<file path="src/uhpe_cfg.svh">
`ifndef UHPE_CFG_SVH
`define UHPE_CFG_SVH

// register byte offsets
`define UHPE_ADDR_W          8
`define UHPE_OFS_CTRL        8'h00
`define UHPE_OFS_FLAGS       8'h04
`define UHPE_OFS_STATE       8'h08
`define UHPE_OFS_PIPE_SIZE   8'h0C
`define UHPE_OFS_PIPE_BASE   8'h10
`define UHPE_PIPE_STRIDE     8'h08
`define UHPE_OFS_PIPE_MP     8'h04

// control bit positions
`define UHPE_CTRL_ENABLE     0
`define UHPE_CTRL_SOF_EN     1
`define UHPE_CTRL_RESUME     2
`define UHPE_CTRL_FREEZE     3
`define UHPE_CTRL_LOW_SPEED  4

// flag bit positions
`define UHPE_FLG_DISCONNECT  0
`define UHPE_FLG_SOF         1
`define UHPE_FLG_SUSP_FAIL   2
`define UHPE_FLG_SUSPENDED   3

// state register fields
`define UHPE_ST_FLEN_LSB     0
`define UHPE_ST_DET_LSB      8
`define UHPE_ST_LOCKED       10

// reset values and limits
`define UHPE_PIPE_SIZE_RST   10'h040
`define UHPE_FLEN_LIMIT_FS   8'd185
`define UHPE_FLEN_LIMIT_LS   8'd21
`define UHPE_DET_STATE_HAZ   2'd3

// timing
`define UHPE_CLK_PERIOD_NS   8
`define UHPE_FRAME_NS        1000000
`define UHPE_DET_STEP_NS     1000
`define UHPE_FLEN_SHIFT      9

`endif

</file>
<file path="src/uhpe_pkg.sv">
package uhpe_pkg;

    typedef enum logic [3:0] {
        DET_IDLE = 4'b0001,
        DET_ONE  = 4'b0010,
        DET_TWO  = 4'b0100,
        DET_HAZ  = 4'b1000
    } uhpe_det_t;

    typedef struct packed {
        logic low_speed;
        logic clock_freeze;
        logic host_resume_request;
        logic sof_generation_enable;
        logic controller_enable;
    } uhpe_ctrl_t;

    typedef struct packed {
        logic suspended;
        logic suspend_fail;
        logic host_sof_flag;
        logic device_disconnect_flag;
    } uhpe_flags_t;

endpackage

</file>
<file path="src/uhpe_pipe.sv">
`timescale 1ns/1ps
`include "uhpe_cfg.svh"

module uhpe_pipe #(
    parameter int CNT_W  = 8,
    parameter int SIZE_W = 10,
    parameter int MP_W   = 16
) (
    // clock and reset
    input  wire logic              clk,
    input  wire logic              rst_n,
    // control
    input  wire logic              enable,
    input  wire logic              locked,
    input  wire logic              load,
    input  wire logic [CNT_W-1:0]  request_count,
    input  wire logic [MP_W-1:0]   mp_size,
    input  wire logic [SIZE_W-1:0] pipe_size,
    // link events
    input  wire logic              sof,
    input  wire logic              in_ack,
    // results
    output logic                   token,
    output logic                   busy,
    output logic [MP_W-1:0]        eff_size
);
    if (CNT_W < 1 || SIZE_W < 1 || MP_W < CNT_W) begin : g_chk
        $error("uhpe_pipe: unsupported widths");
    end

    logic [CNT_W-1:0]        remaining;
    logic [CNT_W-1:0]        next_remaining;
    logic                    next_token;
    logic [CNT_W+SIZE_W-1:0] cap;

    // product kept at full width, so no launch count can wrap the cap
    assign cap      = CNT_W'(request_count) * (CNT_W+SIZE_W)'(pipe_size);
    assign eff_size = ((CNT_W+SIZE_W)'(mp_size) > cap) ? MP_W'(cap) : mp_size;
    assign busy     = (remaining != '0);

    always_comb begin
        next_remaining = remaining;
        next_token     = 1'b0;
        if (!enable) begin
            next_remaining = '0;
        end else if (load) begin
            next_remaining = request_count;
        end else if (in_ack && busy) begin
            next_remaining = remaining - CNT_W'(1);
        end
        if (enable && sof && busy && !locked) begin
            next_token = 1'b1;
        end
    end

    always_ff @(posedge clk or negedge rst_n) begin
        if (!rst_n) begin
            remaining <= '0;
            token     <= 1'b0;
        end else begin
            remaining <= next_remaining;
            token     <= next_token;
        end
    end
endmodule // uhpe_pipe

</file>
<file path="src/uhpe_top.sv">
`timescale 1ns/1ps
`include "uhpe_cfg.svh"

module uhpe_top #(
    parameter int NUM_PIPES    = 2,
    parameter int CNT_W        = 8,
    parameter int SIZE_W       = 10,
    parameter int MP_W         = 16,
    parameter int FRAME_CYCLES = `UHPE_FRAME_NS / `UHPE_CLK_PERIOD_NS
) (
    // clock and reset
    input  wire logic                 REF_CLK,
    input  wire logic                 RST_N,
    // register port
    input  wire logic [`UHPE_ADDR_W-1:0] ADDR,
    input  wire logic [31:0]          WDATA,
    input  wire logic                 WR,
    input  wire logic                 RD,
    output logic [31:0]               RDATA,
    // link side
    input  wire logic                 DEV_CONNECTED,
    input  wire logic [NUM_PIPES-1:0] IN_ACK,
    output logic [NUM_PIPES-1:0]      IN_TOKEN,
    output logic                      SOF_OUT,
    output logic                      RESUME_OUT,
    output logic                      SUSPEND
);
    localparam int DET_STEP_CYC = (`UHPE_DET_STEP_NS + `UHPE_CLK_PERIOD_NS - 1)
                                  / `UHPE_CLK_PERIOD_NS;
    localparam int FRM_W = $clog2(FRAME_CYCLES + 1);
    localparam int DET_W = $clog2(DET_STEP_CYC + 1);

    if (NUM_PIPES < 1 || NUM_PIPES > 16 || CNT_W != 8 || FRAME_CYCLES < 2) begin : g_chk
        $error("uhpe_top: unsupported parameters");
    end

    uhpe_pkg::uhpe_ctrl_t  ctrl, next_ctrl;
    uhpe_pkg::uhpe_flags_t flags, next_flags;
    uhpe_pkg::uhpe_det_t   det, next_det;
    logic [SIZE_W-1:0]     pipe_size, next_pipe_size;
    logic [CNT_W-1:0]      req_cnt [NUM_PIPES];
    logic [MP_W-1:0]       mp_size [NUM_PIPES];
    logic [MP_W-1:0]       eff_size [NUM_PIPES];
    logic [NUM_PIPES-1:0]  busy, token, load, ack_edge;
    logic [NUM_PIPES-1:0]  ack_s1, ack_s2, ack_s3;
    logic                  conn_s1, conn_s2, conn_s3;
    logic                  locked, next_locked;
    logic [FRM_W-1:0]      frame_cnt, next_frame_cnt;
    logic [DET_W-1:0]      det_cnt, next_det_cnt;
    logic                  sof_pulse, next_sof_pulse;
    logic [31:0]           next_rdata;
    logic [7:0]            flen_high, flen_limit;
    logic [1:0]            det_num;
    logic                  disconnect, clk_run, sof_off, freeze_on, late_sof, haz_frz;
    logic                  wr_ctrl;

    // two-stage synchronisers; third stage only for edge detection
    always_ff @(posedge REF_CLK or negedge RST_N) begin
        if (!RST_N) begin
            {conn_s1, conn_s2, conn_s3} <= 3'h0;
            {ack_s1, ack_s2, ack_s3}    <= '0;
        end else begin
            conn_s1 <= DEV_CONNECTED;
            conn_s2 <= conn_s1;
            conn_s3 <= conn_s2;
            ack_s1  <= IN_ACK;
            ack_s2  <= ack_s1;
            ack_s3  <= ack_s2;
        end
    end

    assign disconnect = conn_s3 && !conn_s2;
    assign ack_edge   = ack_s2 & ~ack_s3;
    assign clk_run    = ctrl.controller_enable && !ctrl.clock_freeze;
    assign flen_high  = 8'(frame_cnt >> `UHPE_FLEN_SHIFT);
    assign flen_limit = ctrl.low_speed ? `UHPE_FLEN_LIMIT_LS : `UHPE_FLEN_LIMIT_FS;
    assign wr_ctrl    = WR && ADDR == `UHPE_OFS_CTRL;
    assign sof_off    = wr_ctrl && ctrl.sof_generation_enable
                        && !WDATA[`UHPE_CTRL_SOF_EN];
    assign freeze_on  = wr_ctrl && !ctrl.clock_freeze && WDATA[`UHPE_CTRL_FREEZE];
    // sof disabled too soon after a flagged sof
    assign late_sof   = sof_off && flags.host_sof_flag && flen_high >= flen_limit;
    // freezing in low speed while detection sits in its last state
    assign haz_frz    = freeze_on && ctrl.low_speed && det == uhpe_pkg::DET_HAZ;

    always_comb begin
        case (det)
            uhpe_pkg::DET_ONE: det_num = 2'd1;
            uhpe_pkg::DET_TWO: det_num = 2'd2;
            uhpe_pkg::DET_HAZ: det_num = `UHPE_DET_STATE_HAZ;
            default:           det_num = 2'd0;
        endcase
    end

    // per-pipe request counters and descriptor sizes
    for (genvar p = 0; p < NUM_PIPES; p++) begin : g_pipe
        localparam logic [`UHPE_ADDR_W-1:0] BASE =
            `UHPE_ADDR_W'(`UHPE_OFS_PIPE_BASE + p * `UHPE_PIPE_STRIDE);
        logic [CNT_W-1:0] next_req;
        logic [MP_W-1:0]  next_mp;
        logic             load_q;

        assign load[p] = WR && ADDR == BASE;
        always_comb begin
            next_req = req_cnt[p];
            next_mp  = mp_size[p];
            if (load[p]) begin
                next_req = WDATA[CNT_W-1:0];
            end
            if (WR && ADDR == BASE + `UHPE_OFS_PIPE_MP) begin
                next_mp = WDATA[MP_W-1:0];
            end
        end
        always_ff @(posedge REF_CLK or negedge RST_N) begin
            if (!RST_N) begin
                req_cnt[p] <= '0;
                mp_size[p] <= '0;
                load_q     <= 1'b0;
            end else begin
                req_cnt[p] <= next_req;
                mp_size[p] <= next_mp;
                load_q     <= load[p];
            end
        end

        uhpe_pipe #(.CNT_W(CNT_W), .SIZE_W(SIZE_W), .MP_W(MP_W)) u_pipe (
            .clk           (REF_CLK),
            .rst_n         (RST_N),
            .enable        (ctrl.controller_enable),
            .locked        (locked),
            // pipe reloads a cycle late, from the stored count, so the cap
            // never follows whatever happens to sit on the write data bus
            .load          (load_q),
            .request_count (req_cnt[p]),
            .mp_size       (mp_size[p]),
            .pipe_size     (pipe_size),
            .sof           (sof_pulse),
            .in_ack        (ack_edge[p]),
            .token         (token[p]),
            .busy          (busy[p]),
            .eff_size      (eff_size[p])
        );
    end

    always_comb begin
        next_ctrl      = ctrl;
        next_pipe_size = pipe_size;
        next_flags     = flags;
        next_locked    = locked;
        next_frame_cnt = frame_cnt;
        next_sof_pulse = 1'b0;
        next_det       = det;
        next_det_cnt   = det_cnt;
        next_rdata     = 32'h0;
        if (wr_ctrl) begin
            // resume request is stored but drives nothing
            next_ctrl = uhpe_pkg::uhpe_ctrl_t'(WDATA[`UHPE_CTRL_LOW_SPEED:0]);
        end
        if (WR && ADDR == `UHPE_OFS_PIPE_SIZE) begin
            next_pipe_size = WDATA[SIZE_W-1:0];
        end
        // software clears by writing one; a same-cycle event wins
        if (WR && ADDR == `UHPE_OFS_FLAGS) begin
            next_flags = flags & ~uhpe_pkg::uhpe_flags_t'(WDATA[`UHPE_FLG_SUSPENDED:0]);
        end
        if (ctrl.controller_enable && disconnect) begin
            next_flags.device_disconnect_flag = 1'b1;
            if (|busy) begin
                next_locked = 1'b1;
            end
        end
        // only a pass through disabled clears the lock
        if (!ctrl.controller_enable) begin
            next_locked = 1'b0;
        end
        if (clk_run && ctrl.sof_generation_enable) begin
            if (frame_cnt == '0) begin
                next_frame_cnt = FRM_W'(FRAME_CYCLES - 1);
                next_sof_pulse = 1'b1;
                next_flags.host_sof_flag = 1'b1;
                next_flags.suspended = 1'b0;
            end else begin
                next_frame_cnt = frame_cnt - FRM_W'(1);
            end
        end
        if (late_sof || haz_frz) begin
            next_flags.suspend_fail = 1'b1;
            next_det = uhpe_pkg::DET_IDLE;
            next_det_cnt = '0;
        end else if (sof_off && ctrl.controller_enable) begin
            next_det = uhpe_pkg::DET_ONE;
            next_det_cnt = '0;
        end else if (clk_run && det != uhpe_pkg::DET_IDLE) begin
            // detection stalls while the controller clock is frozen
            if (det_cnt == DET_W'(DET_STEP_CYC - 1)) begin
                next_det_cnt = '0;
                case (det)
                    uhpe_pkg::DET_ONE: next_det = uhpe_pkg::DET_TWO;
                    uhpe_pkg::DET_TWO: next_det = uhpe_pkg::DET_HAZ;
                    uhpe_pkg::DET_HAZ: begin
                        next_det = uhpe_pkg::DET_IDLE;
                        next_flags.suspended = 1'b1;
                    end
                    default:           next_det = uhpe_pkg::DET_IDLE;
                endcase
            end else begin
                next_det_cnt = det_cnt + DET_W'(1);
            end
        end
        if (!ctrl.controller_enable) begin
            next_frame_cnt = '0;
            next_det = uhpe_pkg::DET_IDLE;
        end
        if (RD) begin
            if (ADDR == `UHPE_OFS_CTRL) begin
                next_rdata = 32'(ctrl);
            end else if (ADDR == `UHPE_OFS_FLAGS) begin
                next_rdata = 32'(flags);
            end else if (ADDR == `UHPE_OFS_STATE) begin
                next_rdata[`UHPE_ST_FLEN_LSB +: 8] = flen_high;
                next_rdata[`UHPE_ST_DET_LSB +: 2]  = det_num;
                next_rdata[`UHPE_ST_LOCKED]        = locked;
            end else if (ADDR == `UHPE_OFS_PIPE_SIZE) begin
                next_rdata = 32'(pipe_size);
            end
            for (int i = 0; i < NUM_PIPES; i++) begin
                if (ADDR == `UHPE_ADDR_W'(`UHPE_OFS_PIPE_BASE + i * `UHPE_PIPE_STRIDE)) begin
                    next_rdata = 32'(req_cnt[i]);
                end
                if (ADDR == `UHPE_ADDR_W'(`UHPE_OFS_PIPE_BASE + i * `UHPE_PIPE_STRIDE
                                         + `UHPE_OFS_PIPE_MP)) begin
                    next_rdata = 32'(eff_size[i]);
                end
            end
        end
    end

    always_ff @(posedge REF_CLK or negedge RST_N) begin
        if (!RST_N) begin
            ctrl       <= '0;
            pipe_size  <= `UHPE_PIPE_SIZE_RST;
            flags      <= '0;
            locked     <= 1'b0;
            frame_cnt  <= '0;
            sof_pulse  <= 1'b0;
            det        <= uhpe_pkg::DET_IDLE;
            det_cnt    <= '0;
            RDATA      <= 32'h0;
            IN_TOKEN   <= '0;
            SOF_OUT    <= 1'b0;
            RESUME_OUT <= 1'b0;
            SUSPEND    <= 1'b0;
        end else begin
            ctrl       <= next_ctrl;
            pipe_size  <= next_pipe_size;
            flags      <= next_flags;
            locked     <= next_locked;
            frame_cnt  <= next_frame_cnt;
            sof_pulse  <= next_sof_pulse;
            det        <= next_det;
            det_cnt    <= next_det_cnt;
            RDATA      <= next_rdata;
            IN_TOKEN   <= token;
            SOF_OUT    <= sof_pulse;
            RESUME_OUT <= 1'b0;
            SUSPEND    <= next_flags.suspended;
        end
    end
endmodule // uhpe_top
</file>
<file path="config.mk">
export PLATFORM = sky130hd
export DESIGN_NAME = uhpe_top
export DESIGN_NICKNAME = d
export VERILOG_FILES = /design/src/uhpe_pkg.sv /design/src/uhpe_pipe.sv /design/src/uhpe_top.sv
export VERILOG_INCLUDE_DIRS = /design/src /design/src/src
export SDC_FILE = /design/constraint.sdc
export NUM_CORES = 1
export LEC_CHECK = 0
export ABC_AREA = 1
export BUFFER_PORTS_ARGS = -buffer_cell sky130_fd_sc_hd__buf_2
export CORE_ASPECT_RATIO = 0.8
export CORE_MARGIN = 2
export CORE_UTILIZATION = 40
export CTS_BUF_LIST = sky130_fd_sc_hd__clkbuf_8 sky130_fd_sc_hd__clkbuf_16
export DETAILED_ROUTE_END_ITERATION = 10
export GPL_TIMING_DRIVEN = 1
export HOLD_SLACK_MARGIN = 0.1
export SLEW_MARGIN = 25
export SYNTH_ARGS = -nofsm -noshare
export SYNTH_HDL_FRONTEND = slang
export SYNTH_SLANG_ARGS = --single-unit
</file>
<file path="constraint.sdc">
create_clock -name REF_CLK -period 6.7 [get_ports REF_CLK]
set_input_delay 0.67 -clock REF_CLK [delete_from_list [all_inputs] [get_ports REF_CLK]]
set_output_delay 0.67 -clock REF_CLK [all_outputs]
set_load 0.02 [all_outputs]
</file>
==> results.toml <==
[yosys]
syn-cell-area_sq_um = 14000
ys_types = 58
synthCells = 1892
synthArstFlopShare = 1.00
yosys_warnings = 0
synth_edf_count = 0
ys_seq_area_frac = 0.260
syn_area_per_cell_sq_um = 7.38
synth_ff_type = "dfrtp_1"
synth_seq_cells = 145

[job]
maxCapViolations = 0

[power]
power.switching_mw = 1.27
leakagePower_nw = 8.90
clockPowerShare = 0.309
ir_worst_vdd_mv = 0.155
p_per_area_nw_per_um2 = 209
pwr-share-seq = 0.356
p_total_mw = 3.21
p_int_mw = 1.94
p_comb_frac = 0.336
p_sw_frac = 0.395

[finish]
layout.cells.non_filler = 2421
synthToLayoutAreaGrowth_pct = 10.2
layout_commonest_cell = "nand2_1"
fillers = 3494
multi_input_area_sq_um = 8420
regArea_sq_um = 3640
drive_gt1_frac = 0.0877
final_util = 0.445
antenna_cells = 0
nNetsFinal = 2198
final_cell_area_sq_um = 15400
mostFrequentLayoutCells = "nand2_1, inv_1, dfrtp_1, ha_1, nor2_1"

[sta]
fin_crit_sh = 0.931
fmax_ghz = 0.160
relSlewSlack = 0.337
slew_viol_final = 0
finalSetupViolCount = 0
hold-worst-slack_ns = 0.242
min_period_ns = 6.24
setup_ws_ns = 0.463
worst_slew_pin_slew_ns = 0.993
hold_viol = 0
finClkSkew_ns = 0.0110
rsz0062_at_grt = "no"
tns_ns = 0

[placement]
hpwl_um = 30100
placed_cell_area_sq_um = 14700
place_ws_ns = 0.467
port_buffers = 50
dp.cells = 2386
gp_congestion = 0.916

[clock_network]
clock_latency_ns = 0.45
clock-sinks = 145
clk_path_buf_depth = 2
cts_root_buffer = "clkbuf_16"
cts_hold_buffers = 0
cts_tree = "done"
clk_pin_slew_ns = 0.07
cts_buffers = 17
htree_levels = 4

[floorplan]
core_sq_um = 34600
num_rows = 61
die_h_um = 171
die_w_um = 213
io_pins = 84
start_util = 0.404
dieArea_sq_um = 36400

[detailed_routing]
vias_per_cell = 5.03
dr.first_iter.drc_count = 926
ant_nets = 0
vias = 12200
wl_um = 39000
drc = 0
drt-wirelength-per-cell_um = 16.1
firstDrtPassIters = 5

[hold_path]
holdCritPathClass = "primary input to asynchronous set/reset pin"

[global_routing]
grt_usage = 0.222
overflow = 0
grt_antenna_before_repair = 1
grt_max_degree = 75
grt_pass1_vias = 11200
grt_pass1_wl_um = 61800

[worst_setup_path]
worst-path-max-fanout = 17
crit_start = "req_cnt[10]"
path_class = "flop to flop"
cpMaxStageDelayCell = "dfrtp_1"
slowest_delay_ns = 0.58
cp.arrival_ns = 6.58
cp_common_cell = "nand2_1"
rr_startpoint = "req_cnt[10]"
worstPathRequired_ns = 7.05
critPathLaunchType = "flop"
endpoint_kind = "flop"

[status]
status = "finished clean"
==> Yosys cell counts (15+ instances only) <==
cell / number / area share
nor2_1: 113 / 0.030
xor2_1: 29 / 0.018
o22ai_1: 16 / 0.0072
o21ai_0: 108 / 0.039
clkbuf_1: 53 / 0.014
a21oi_1: 67 / 0.024
inv_1: 413 / 0.11
nand3_1: 91 / 0.033
nand2_1: 462 / 0.12
fa_1: 96 / 0.14
ha_1: 119 / 0.11
buf_4: 19 / 0.010
nor3_1: 15 / 0.0054
nand4_1: 21 / 0.0094
dfrtp_1: 143 / 0.26
==> routing by layer <==
| layer | vias up | track usage | wire (um) |
|---|---|---|---|
| met4 | 2 | 0.0532 | 660 |
| met3 | 51 | 0.0545 | 3400 |
| li1 | 5905 | - | - |
| met2 | 419 | 0.317 | 16000 |
| met5 | - | 0 | 9 |
| met1 | 5796 | 0.333 | 18900 |
==> power by group through the flow <==
| stage | Sequential (mW) | Combinational, mW | Clock, mW |
|---|---|---|---|
| global placement | 1.15 | 1.02 | 0 |
| floorplan | 1.10 | 0.813 | 0 |
| global route | 1.16 | 1.23 | 1.05 |
| CTS | 1.14 | 1.04 | 1.01 |
| finish | 1.14 | 1.08 | 0.992 |
| detailed placement | 1.15 | 1.04 | 0 |
==> path summary, 6_finish.rpt <==
check                                     to  slack (ns)  cells after the start
worst max-delay path                RDATA[2]        0.46                     34
worst min-delay path            frame_cnt[1]        0.24                      1
worst max register to register      RDATA[2]        0.46                     34
worst min register to register     ack_s2[1]        0.35                      0
max in group asynchronous        req_cnt[12]        5.28                      2
min in group REF_CLK               ack_s1[1]        0.33                      1
==> registers in the layout, indices dropped and copies added, names as in the netlist <==
register                 count
pipe_size                   10
g_pipe.load_q                2
det                          4
conn_s1                      1
SOF_OUT                      1
ack_s3                       2
frame_cnt                   17
det_cnt                      7
ack_s1                       2
IN_TOKEN                     2
flags                        4
locked                       1
ctrl                         5
conn_s2                      1
sof_pulse                    1
RDATA                       16
ack_s2                       2
g_pipe.u_pipe.token          2
req_cnt                     16
conn_s3                      1
g_pipe.u_pipe.remaining     16
mp_size                     32
==> critical path: cells and delay by family, from the launching register on <==
kind	cells	cell delay [ns]
adder cells (fa/ha/maj)	6	2.62
AND/OR/NAND/NOR	17	1.95
buffers and inverters	9	0.59
flip-flops	1	0.58
XOR/XNOR	1	0.20
AO/OA/AOI/OAI	1	0.16
==> timing repair <==
action                     CTS  global route
resized for setup            0             5
buffers inserted             0             2
setup endpoints to repair    0             2
==> kinds of logic after synthesis <==
group	after synthesis	synth area share
and+or+nand+nor	745	0.230
DFF	145	0.260
adders and majority gates	215	0.244
buffers and inverters	503	0.142
AOI/OAI and AO/OA	249	0.102
xor gates and xnor gates	34	0.0213
other	1	0.000269
==> layout make-up <==
cell class / count / area share
Clock buffer: 17 / 0.0277
Inverter: 425 / 0.104
Tap cell: 472 / 0.0384
Sequential cell: 145 / 0.237
Clock inverter: 15 / 0.0115
Timing Repair Buffer: 86 / 0.0345
Multi-Input combinational cell: 1261 / 0.548
Note: power is estimated with default switching activity, not from simulation.
